--- config.mk ---
export PLATFORM = sky130hd
export DESIGN_NAME = usb_error_status_flags
export DESIGN_NICKNAME = d
export VERILOG_FILES = /design/src/core/usb_err_pkg.sv /design/src/core/usb_turnaround_timer.sv /design/src/core/usb_error_status_flags.sv
export SDC_FILE = /design/constraint.sdc
export NUM_CORES = 1
export LEC_CHECK = 0
export BUFFER_PORTS_ARGS = -buffer_cell sky130_fd_sc_hd__clkbuf_2
export CAP_MARGIN = 30
export CORE_MARGIN = 1
export CORE_UTILIZATION = 50
export CTS_CLUSTER_DIAMETER = 120
export DETAILED_ROUTE_END_ITERATION = 16
export GPL_TIMING_DRIVEN = 0
export PLACE_DENSITY = 0.77
export SYNTH_ARGS = -nofsm -noshare
export SYNTH_HDL_FRONTEND = slang
export SYNTH_SLANG_ARGS = --single-unit
--- constraint.sdc ---
create_clock -name clk_i -period 2.3 [get_ports clk_i]
set_clock_uncertainty 0.05 [all_clocks]
set_input_delay 0.345 -clock clk_i [delete_from_list [all_inputs] [get_ports clk_i]]
set_output_delay 0.345 -clock clk_i [all_outputs]
set_load 0.02 [all_outputs]
--- src/core/usb_err_pkg.sv ---
// register map, field positions and timing constants of the usb error flag block
// assumes a 32-bit classic wishbone bus and a 125 MHz peripheral clock
package usb_err_pkg;
    localparam int          ADDR_W          = 8;
    localparam int          FLAG_W          = 8;
    localparam int          DESC_ADDR_W     = 32;
    localparam int          BYTE_CNT_W      = 11;
    localparam logic [7:0]  ERR_FLAGS_OFS   = 8'h00;
    localparam logic [7:0]  ERR_MASK_OFS    = 8'h04;
    localparam logic [7:0]  CTRL_OFS        = 8'h08;
    localparam logic [7:0]  BDT_BASE_OFS    = 8'h0C;
    localparam int          STUFF_BIT       = 7;
    localparam int          DESC_BIT        = 6;
    localparam int          MEM_BIT         = 5;
    localparam int          TURN_BIT        = 4;
    localparam int          PART_BIT        = 3;
    localparam int          DATA_CRC_BIT    = 2;
    localparam int          TOKEN_FRAME_BIT = 1;
    localparam int          PID_BIT         = 0;
    localparam int          CTRL_HOST_BIT   = 0;
    localparam logic [7:0]  FLAGS_RST       = 8'h00;
    localparam logic [7:0]  MASK_RST        = 8'h00;
    localparam logic [31:0] BDT_BASE_RST    = 32'h0000_0000;
    localparam logic [8:0]  BDT_ALIGN_MASK  = 9'h1FF;
    localparam int          TURN_BIT_TIMES  = 16;
    localparam int          TURN_CNT_W      = 5;
    localparam int          GNT_WAIT_NS     = 2000;
    localparam int          CLK_PERIOD_NS   = 8;
    localparam int          GNT_WAIT_CYC    = GNT_WAIT_NS / CLK_PERIOD_NS;
    localparam int          GNT_CNT_W       = 9;
endpackage

--- src/core/usb_turnaround_timer.sv ---
// bus turnaround timer: counts idle bit times after an end of packet
// assumes bit_tick_i is a one-cycle strobe per bit time on the same clock
`timescale 1ns/1ps
module usb_turnaround_timer
    import usb_err_pkg::*;
#(
    parameter int LIMIT = TURN_BIT_TIMES
) (
    // clock and reset
    input  wire logic clk_i,
    input  wire logic rst_i,
    // link events
    input  wire logic eop_i,
    input  wire logic bit_tick_i,
    input  wire logic resp_start_i,
    // result
    output logic      timeout_o
);
    import usb_err_pkg::*;

    logic                  armed_r;
    logic                  armed_nxt;
    logic [TURN_CNT_W-1:0] cnt_r;
    logic [TURN_CNT_W-1:0] cnt_nxt;
    logic                  timeout_r;
    logic                  timeout_nxt;

    always_comb begin
        armed_nxt   = armed_r;
        cnt_nxt     = cnt_r;
        timeout_nxt = 1'b0;
        if (eop_i) begin
            armed_nxt = 1'b1;
            cnt_nxt   = '0;
        end else if (resp_start_i) begin
            armed_nxt = 1'b0;
        end else if (armed_r && bit_tick_i) begin
            // more than LIMIT idle bit times: fire on the tick past LIMIT
            if (cnt_r == TURN_CNT_W'(LIMIT)) begin
                timeout_nxt = 1'b1;
                armed_nxt   = 1'b0;
            end else begin
                cnt_nxt = cnt_r + 1'b1;
            end
        end
    end

    always_ff @(posedge clk_i) begin
        if (rst_i) begin
            armed_r   <= 1'b0;
            cnt_r     <= '0;
            timeout_r <= 1'b0;
        end else begin
            armed_r   <= armed_nxt;
            cnt_r     <= cnt_nxt;
            timeout_r <= timeout_nxt;
        end
    end

    assign timeout_o = timeout_r;
endmodule

--- src/core/usb_error_status_flags.sv ---
// usb link error flags with write-one-clear status, mask and interrupt
// assumes all link inputs come from logic on clk_i; events are one-cycle strobes, mem_req_i and mem_gnt_i are levels
//
// Chosen here: register access over Wishbone and the placing of the registers.
`timescale 1ns/1ps
module usb_error_status_flags
    import usb_err_pkg::*;
#(
    parameter int GNT_WAIT = GNT_WAIT_CYC
) (
    // clock and reset
    input  wire logic                             clk_i,
    input  wire logic                             rst_i,
    // wishbone slave
    input  wire logic                             wb_cyc_i,
    input  wire logic                             wb_stb_i,
    input  wire logic                             wb_we_i,
    input  wire logic [usb_err_pkg::ADDR_W-1:0]   wb_adr_i,
    input  wire logic [3:0]                       wb_sel_i,
    input  wire logic [31:0]                      wb_dat_i,
    output logic      [31:0]                      wb_dat_o,
    output logic                                  wb_ack_o,
    // interrupt
    output logic                                  irq_o,
    // receive path events
    input  wire logic                             rx_pkt_end_i,
    input  wire logic                             stuff_err_i,
    input  wire logic                             data_crc_fail_i,
    input  wire logic                             token_crc_fail_i,
    input  wire logic [2:0]                       rx_bit_rem_i,
    input  wire logic                             rx_data_end_i,
    input  wire logic                             pid_valid_i,
    input  wire logic [7:0]                       pid_i,
    output logic                                  rx_reject_o,
    // buffer descriptors and memory bus
    input  wire logic                             desc_fetch_i,
    input  wire logic [usb_err_pkg::DESC_ADDR_W-1:0] buf_addr_i,
    input  wire logic                             mem_req_i,
    input  wire logic                             mem_gnt_i,
    input  wire logic                             rx_start_i,
    input  wire logic [usb_err_pkg::BYTE_CNT_W-1:0] buf_len_i,
    input  wire logic                             rx_byte_i,
    // turnaround and framing
    input  wire logic                             eop_i,
    input  wire logic                             bit_tick_i,
    input  wire logic                             resp_start_i,
    input  wire logic                             sof_zero_i,
    input  wire logic                             link_busy_i
);
    import usb_err_pkg::*;

    function automatic logic [31:0] merge_bytes(input logic [31:0] old_v,
                                                input logic [31:0] new_v,
                                                input logic [3:0]  sel);
        logic [31:0] r;
        r = old_v;
        for (int i = 0; i < 4; i++) begin
            if (sel[i]) begin
                r[i*8 +: 8] = new_v[i*8 +: 8];
            end
        end
        return r;
    endfunction

    // bus state
    logic        ack_r;
    logic        ack_nxt;
    logic [31:0] dat_r;
    logic [31:0] dat_nxt;
    // registers
    logic [FLAG_W-1:0] flags_r;
    logic [FLAG_W-1:0] flags_nxt;
    logic [FLAG_W-1:0] mask_r;
    logic [FLAG_W-1:0] mask_nxt;
    logic              host_r;
    logic              host_nxt;
    logic [31:0]       bdt_base_r;
    logic [31:0]       bdt_base_nxt;
    logic              irq_r;
    logic              irq_nxt;
    // link side state
    logic                  reject_r;
    logic                  reject_nxt;
    logic [GNT_CNT_W-1:0]  gnt_cnt_r;
    logic [GNT_CNT_W-1:0]  gnt_cnt_nxt;
    logic [BYTE_CNT_W-1:0] byte_cnt_r;
    logic [BYTE_CNT_W-1:0] byte_cnt_nxt;
    logic [BYTE_CNT_W-1:0] len_r;
    logic [BYTE_CNT_W-1:0] len_nxt;
    logic                  trunc_r;
    logic                  trunc_nxt;
    // decoded events
    logic              bus_req;
    logic              wr_req;
    logic              turn_timeout;
    logic              gnt_late;
    logic              trunc_ev;
    logic              desc_bad;
    logic              pid_bad;
    logic [FLAG_W-1:0] set_v;
    logic [FLAG_W-1:0] clr_v;

    usb_turnaround_timer #(
        .LIMIT        (TURN_BIT_TIMES)
    ) u_turn (
        .clk_i        (clk_i),
        .rst_i        (rst_i),
        .eop_i        (eop_i),
        .bit_tick_i   (bit_tick_i),
        .resp_start_i (resp_start_i),
        .timeout_o    (turn_timeout)
    );

    assign bus_req = wb_cyc_i && wb_stb_i && !ack_r;
    // writes land on the edge where the master samples ack high
    assign wr_req  = wb_cyc_i && wb_stb_i && wb_we_i && ack_r;

    // descriptor table base must be aligned, buffer must not be null
    always_comb begin
        desc_bad = 1'b0;
        if (desc_fetch_i) begin
            desc_bad = (bdt_base_r[8:0] & BDT_ALIGN_MASK) != 9'h000
                    || bdt_base_r == 32'h0000_0000
                    || buf_addr_i == '0;
        end
    end

    // check field is the ones complement of the type field
    assign pid_bad = pid_valid_i && (pid_i[7:4] != ~pid_i[3:0]);

    // memory grant wait and receive buffer fill
    always_comb begin
        gnt_cnt_nxt  = '0;
        gnt_late     = 1'b0;
        byte_cnt_nxt = byte_cnt_r;
        len_nxt      = len_r;
        trunc_nxt    = trunc_r;
        trunc_ev     = 1'b0;
        if (mem_req_i && !mem_gnt_i) begin
            if (gnt_cnt_r == GNT_CNT_W'(GNT_WAIT - 1)) begin
                // step past the limit so one long wait reports once
                gnt_late    = 1'b1;
                gnt_cnt_nxt = gnt_cnt_r + 1'b1;
            end else if (gnt_cnt_r < GNT_CNT_W'(GNT_WAIT - 1)) begin
                gnt_cnt_nxt = gnt_cnt_r + 1'b1;
            end else begin
                gnt_cnt_nxt = gnt_cnt_r;
            end
        end
        if (rx_start_i) begin
            byte_cnt_nxt = '0;
            len_nxt      = buf_len_i;
            trunc_nxt    = 1'b0;
        end else if (rx_byte_i) begin
            if (byte_cnt_r == len_r) begin
                // only the first byte that overflows is reported
                trunc_ev  = !trunc_r;
                trunc_nxt = 1'b1;
            end else begin
                byte_cnt_nxt = byte_cnt_r + 1'b1;
            end
        end
    end

    always_comb begin
        set_v                  = '0;
        set_v[STUFF_BIT]       = stuff_err_i;
        set_v[DESC_BIT]        = desc_bad;
        set_v[MEM_BIT]         = gnt_late || trunc_ev;
        set_v[TURN_BIT]        = turn_timeout;
        set_v[PART_BIT]        = rx_data_end_i && rx_bit_rem_i != 3'h0;
        set_v[DATA_CRC_BIT]    = data_crc_fail_i;
        // device mode: token check; host mode: frame counter ran out mid-transfer
        set_v[TOKEN_FRAME_BIT] = host_r ? (sof_zero_i && link_busy_i)
                                        : token_crc_fail_i;
        set_v[PID_BIT]         = pid_bad;
    end

    // packet rejected on stuffing or data check failure at packet end
    assign reject_nxt = rx_pkt_end_i && (stuff_err_i || data_crc_fail_i);

    // register writes; a set arriving with its clear wins
    always_comb begin
        clr_v        = '0;
        mask_nxt     = mask_r;
        host_nxt     = host_r;
        bdt_base_nxt = bdt_base_r;
        if (wr_req && wb_sel_i[0]) begin
            case (wb_adr_i)
                ERR_FLAGS_OFS: clr_v = wb_dat_i[FLAG_W-1:0];
                ERR_MASK_OFS:  mask_nxt = wb_dat_i[FLAG_W-1:0];
                CTRL_OFS:      host_nxt = wb_dat_i[CTRL_HOST_BIT];
                default: begin
                end
            endcase
        end
        if (wr_req && wb_adr_i == BDT_BASE_OFS) begin
            bdt_base_nxt = merge_bytes(bdt_base_r, wb_dat_i, wb_sel_i);
        end
        flags_nxt = (flags_r & ~clr_v) | set_v;
        irq_nxt   = |(flags_nxt & mask_nxt);
    end

    // read mux and single-cycle acknowledge; unmapped reads return zero
    always_comb begin
        ack_nxt = bus_req;
        dat_nxt = dat_r;
        if (bus_req) begin
            case (wb_adr_i)
                ERR_FLAGS_OFS: dat_nxt = {24'h00_0000, flags_r};
                ERR_MASK_OFS:  dat_nxt = {24'h00_0000, mask_r};
                CTRL_OFS:      dat_nxt = {31'h0000_0000, host_r};
                BDT_BASE_OFS:  dat_nxt = bdt_base_r;
                default:       dat_nxt = 32'h0000_0000;
            endcase
        end
    end

    always_ff @(posedge clk_i) begin
        if (rst_i) begin
            ack_r      <= 1'b0;
            dat_r      <= 32'h0000_0000;
            flags_r    <= FLAGS_RST;
            mask_r     <= MASK_RST;
            host_r     <= 1'b0;
            bdt_base_r <= BDT_BASE_RST;
            irq_r      <= 1'b0;
            reject_r   <= 1'b0;
            gnt_cnt_r  <= '0;
            byte_cnt_r <= '0;
            len_r      <= '0;
            trunc_r    <= 1'b0;
        end else begin
            ack_r      <= ack_nxt;
            dat_r      <= dat_nxt;
            flags_r    <= flags_nxt;
            mask_r     <= mask_nxt;
            host_r     <= host_nxt;
            bdt_base_r <= bdt_base_nxt;
            irq_r      <= irq_nxt;
            reject_r   <= reject_nxt;
            gnt_cnt_r  <= gnt_cnt_nxt;
            byte_cnt_r <= byte_cnt_nxt;
            len_r      <= len_nxt;
            trunc_r    <= trunc_nxt;
        end
    end

    assign wb_ack_o    = ack_r;
    assign wb_dat_o    = dat_r;
    assign irq_o       = irq_r;
    assign rx_reject_o = reject_r;
endmodule

Word level (Yosys, flattened, before mapping)

Index checks and enable logic that the tools add are counted.

Add/subtract/negate cells: 3
Order comparisons: 1
Eq/ne operators: 7
Muxes and demuxes: 19
Bitwise logic cells: 10
Reductions and logical operators: 41

Operators by type and width:

| operator                                                               | number |
|---|---|
| 32-bit one-hot mux with 4 select lines                                 | 1 |
| 32-bit logical NOT                                                     | 2 |
| 8-bit 2-to-1 mux                                                       | 4 |
| 9-bit 2-to-1 mux                                                       | 2 |
| 8-bit bitwise AND                                                      | 2 |
| 8-bit by 4-bit equality test with 1-bit output (second input constant) | 2 |
| 2-bit AND reduction                                                    | 8 |
| 1-bit logical AND                                                      | 12 |
| 1-bit 2-to-1 mux                                                       | 12 |
| 11-bit by 1-bit adder with 11-bit output (second input constant)       | 1 |
| 11-bit equality test                                                   | 1 |
| 9-bit by 1-bit adder with 9-bit output (second input constant)         | 1 |
| 9-bit by 8-bit equality test with 1-bit output (second input constant) | 1 |
| 9-bit by 8-bit < comparator with 1-bit output (second input constant)  | 1 |
| 3-bit nonzero test                                                     | 3 |
| 9-bit nonzero test                                                     | 1 |
| 8-bit by 3-bit equality test with 1-bit output (second input constant) | 1 |
| 8-bit logical NOT                                                      | 1 |
| 8-bit inverter                                                         | 1 |
| 8-bit bitwise OR                                                       | 1 |
| 8-bit OR reduction                                                     | 1 |
| 2-bit OR reduction                                                     | 3 |
| 5-bit by 1-bit adder with 5-bit output (second input constant)         | 1 |
| 5-bit equality test (second input constant)                            | 1 |
| 8 further kinds                                                        | 17 |

Bits in registers: 123
Input port bits: 119
Output and inout port bits: 35
Logic and storage cells: 99

Logic depth before layout (Yosys ltp)

Depth in word-level cells: 10
Mapped depth: 7
Mapped depth without buffers: 7

Hierarchy

A second synthesis with hierarchy kept.

Cells, all modules: 598
Area, all modules: 5321.4 um^2

By module, submodules not included:

| module                 | times used | cells an instance | area each (um^2) | sequential area each (um^2) |
|---|---|---|---|---|
| usb_error_status_flags | 1          | 559               | 4946.0           | 2322.2 |
| usb_turnaround_timer   | 1          | 39                | 375.4            | 140.1 |

Worst setup path after synthesis

OpenSTA, ideal clock, no wires.

Kind: reg2reg
Start: register ack_r, in the netlist wb_ack_o
End: register irq_r, in the netlist irq_o
Library setup time: 132 ps
Arrival time: 1641 ps
Required time: 2118 ps
Slack: 477 ps
Stages on the path, launching flop included: 8
Path buffers: 1
Period minus slack after synthesis: 1823 ps
Path through: dfxtp_1 -> and4_1 -> clkbuf_1 -> nand4_4 -> mux2i_1 -> a31oi_1 -> nor3_1 -> a31oi_1

Cells in the longest elaborated chain, start to end: 8
Elaborated cells on any way between the ends: 9
Those cells by class: mux (2); bitwise (4); reduce/logical (3)

RTL lines:

| what                     | RTL line                      | RTL |
|---|---|---|
| start: declaration       | usb_error_status_flags.sv:66  | `logic ack_r;` |
| start signal: assignment | usb_error_status_flags.sv:234 | `ack_r <= ack_nxt;` |
| 1-bit logical AND *      | usb_error_status_flags.sv:116 | `assign wr_req = wb_cyc_i && wb_stb_i && wb_we_i && ack_r;` |
| 1-bit logical AND *      | usb_error_status_flags.sv:188 | `if (wr_req && wb_sel_i[0]) begin` |
| 8-bit 2-to-1 mux         | usb_error_status_flags.sv:188 |  |
| 8-bit inverter           | usb_error_status_flags.sv:200 | `flags_nxt = (flags_r & ~clr_v) \| set_v;` |
| 8-bit bitwise AND        | usb_error_status_flags.sv:200 |  |
| 8-bit bitwise OR         | usb_error_status_flags.sv:200 |  |
| 8-bit bitwise AND *      | usb_error_status_flags.sv:201 | `irq_nxt = \|(flags_nxt & mask_nxt);` |
| 8-bit OR reduction *     | usb_error_status_flags.sv:201 |  |
| end signal: assignment   | usb_error_status_flags.sv:240 | `irq_r <= irq_nxt;` |
| end: declaration         | usb_error_status_flags.sv:79  | `logic irq_r;` |

Mark *: on every way between the ends. The rest lies on a longest branch, timed or not.
A chain may end at the register's enable or synchronous reset.

Worst setup path after layout

Ends and elaborated chain as after synthesis.

==> impl_metrics.json <==
{
  "grt_overflow": 0,
  "power_switching_uw": 1150,
  "clkLatencyLatePin_ns": 0.52,
  "place.gp.congestion": 0.887,
  "slowest_stage": "dfxtp_1",
  "dr.pass1.iters": 5,
  "track_usage_pct": 26.6,
  "worstPathBufferInverterCount": 1,
  "critPathKind": "flop to flop",
  "combPwrFrac_pct": 6.5,
  "fillCellCount": 824,
  "drt_iter0_drc": 326,
  "via_per_inst": 5.44,
  "htreeDepth": 4,
  "p_int_uw": 4050,
  "root_buffer": "clkbuf_8",
  "switching_share_pct": 22.1,
  "synth_cells": 593,
  "synth_area_per_cell_um2": 9.06,
  "synth_edf_count": 0,
  "dieHeight_um": 106,
  "synth_nets": 717,
  "n_antenna_cell": 0,
  "fin_ws_ns": 0.207,
  "crit_required_ns": 2.63,
  "synth_area_mm2": 0.00537,
  "ys_seq_elements": 123,
  "initial_core_util_pct": 51.8,
  "min_path_type": "primary input to flop",
  "p_clk_share_pct": 51.6,
  "synth_top_area_share_pct": 45.8,
  "clkTransAtPathRegs_ns": 0.06,
  "design_area_mm2": 0.00702,
  "yosysUniqueCellTypes": 50,
  "ys_warn_count": 0,
  "slowest_delay_ns": 0.36,
  "core_mm2": 0.0104,
  "critPathArrivalTime_ns": 2.42,
  "maxCapViolations": 0,
  "fin_hold_ws_ns": 0.00744,
  "fp.dieArea_mm2": 0.0112,
  "grt_pass1_wl_um": 23300,
  "regArea_mm2": 0.00246,
  "antenna_found_initial": 0,
  "period_share_pct": 91.0,
  "port_buffers": 152,
  "numClockSinks": 123,
  "vias": 5028,
  "fin_tns_setup_ns": 0,
  "cts_buffers": 17,
  "synth_area_leader_cell": "dfxtp_1",
  "synth_flop_cell": "dfxtp_1",
  "row_count": 37,
  "crit_chain": "and4_1, clkbuf_1, nand4_4, mux2i_1, o22ai_1, nor3_1, a31oi_1",
  "clock_path_buffers": 2,
  "cp_top_family": "simple AND/OR/NAND/NOR gates",
  "p_leak_uw": 0.00286,
  "area_growth_syn_to_layout_pct": 30.6,
  "cp-start-kind": "flop",
  "critPathMaxFanout": 9,
  "multi_input_area_mm2": 0.00273,
  "wire_per_inst_um": 15.6,
  "nets": 899,
  "power.density_mw_per_mm2": 741,
  "async_flop_share_pct": 0,
  "die_width_um": 106,
  "drc": 0,
  "ys_seq_area_share_pct": 45.8,
  "tightest_slew_ns": 0.762,
  "clock.fmax_ghz": 0.478,
  "grt_max_degree": 17,
  "p_seq_share_pct": 41.9,
  "synth.area.top_cells": "dfxtp_1, nor2_1, a22oi_1",
  "drive_above_1_share_pct": 32.1,
  "io_pins": 154,
  "routed_wl_um": 14400,
  "relSlewSlack_pct": 49.2,
  "postCtsSetupRepairBufs": 0,
  "place_ws_ns": 0.0359,
  "hold_viol": 0,
  "grt_pass1_vias": 4998,
  "maxSlewViolCount": 0,
  "ant_nets": 0,
  "critPathCaptureType": "flop",
  "hpwl_um": 10600,
  "finalSetupViolCount": 0,
  "dpl_cell_area_mm2": 0.00630,
  "min_period_ns": 2.09,
  "rsz0062_at_grt": "no",
  "cts_tree": "built",
  "outcome": "completed",
  "ir_worst_vdd_v": 0.000397
}
[metrics by stage]
step	total power [uW]	utilization (%)	instances
floorplan	2370	-	593
global placement	2530	60.8	881
detailed placement	2540	60.8	881
CTS	5210	67.7	924
global route	5340	67.7	924
finish	5200	67.7	924
[layout by cell type (no fill, tap or decap), drive strengths merged, types with 6 or more instances in the layout]
cell and instances:
a22oi 32, nor4b 6, nor4 15, nor2 94
inv 14, nand4 14, xor2 10, nand2 81
a21oi 41, xnor2 23, mux2i 21, nor3 10
buf 8, a22o 7, mux2 7, dfxtp 123
a31oi 6, dlygate4sd3 11, nand3 7, clkbuf 194
[repair_timing]
item,4_1_cts,5_1_grt
gates resized for setup,0,1
setup endpoints to repair,0,1
hold endpoints to repair,11,0
hold buffers,11,0
[kinds of logic (layout without fill, tap and decap cells)]
logic type	after synthesis	count (layout)	share of synthesized area (%)
buffers and inverters	42	237	3.28
AO/OA/AOI/OAI	104	104	14.1
AND/OR/NAND/NOR	257	257	24.4
adder cells (fa/ha/maj)	5	5	1.16
XOR/XNOR	33	33	5.38
flip-flops	123	123	45.8
multiplexers	29	29	5.80
[registers in the layout, summed over array words and instances, names as in the netlist]
name              count
byte_cnt_r           11
u_turn.cnt_r          5
irq_o                 1
host_r                1
bdt_base_r           32
u_turn.armed_r        1
flags_r               8
wb_dat_o             32
trunc_r               1
rx_reject_o           1
wb_ack_o              1
u_turn.timeout_o      1
mask_r                8
len_r                11
gnt_cnt_r             9
[worst reg2reg max path, cell delays in order (launching register included)]
cell and delay, ns:
dfxtp_1 0.36, and4_1 0.21, clkbuf_1 0.27, nand4_4 0.30
mux2i_1 0.36, o22ai_1 0.15, nor3_1 0.16, a31oi_1 0.10
[routing by layer]
metal	part of all wire, %	track usage [%]	vias to the layer above
met4	2.8	12.1	0
met3	4.6	5.50	38
met2	49	44.9	138
met5	0	0	-
li1	-	-	2444
met1	43	32.3	2408
[power groups by stage]
stage                     sequential [uW]  clock [uW]  combinational [uW]
final                                2180        2680                 339
after global routing                 2180        2800                 370
after CTS                            2180        2690                 337
after detailed placement             2220           0                 319
after global placement               2220           0                 310
after floorplan                      2220           0                 152
[area by class of cell]
cell class | count | share of cell area (%)
repair buffers | 163 | 12.4
well taps | 136 | 2.43
inverters | 14 | 0.749
clock inverters | 10 | 2.00
clock buffers | 22 | 6.60
plain buffers | 28 | 1.77
multi-input cells | 428 | 39.0
flip-flops and latches | 123 | 35.1
[path summary, 6_finish.rpt]
check	depth (start not counted)	startpoint	slack (ns)	to
max	7	wb_ack_o	0.21	irq_o
min	3	buf_len_i[7]	0.007	len_r[7]
max reg2reg	7	wb_ack_o	0.21	irq_o
min reg2reg	2	trunc_r	0.41	trunc_r
[synthesized netlist by cell type, types with 2 or more instances]
master and instances:
buf_4 4, xor2_1 10, or2_2 2, buf_2 3, dfxtp_1 123, and3_1 5
or3_1 4, nand2_2 24, nand4_1 13, a311oi_1 2, a31oi_1 6, o21ai_0 5
nor3_1 8, a22oi_1 32, and4_1 3, mux2i_1 21, o22ai_1 3, nor4_1 14
nor3b_1 3, mux2_2 7, nand3_1 7, nor4bb_1 4, nand2_1 56, and2_1 4
nor4b_1 6, a21oi_1 17, ha_1 5, a211oi_1 4, nor2_1 94, clkbuf_1 20
a22o_1 7, inv_1 14, xnor2_1 23, a21oi_2 24
(Power assumes the default switching activity.)
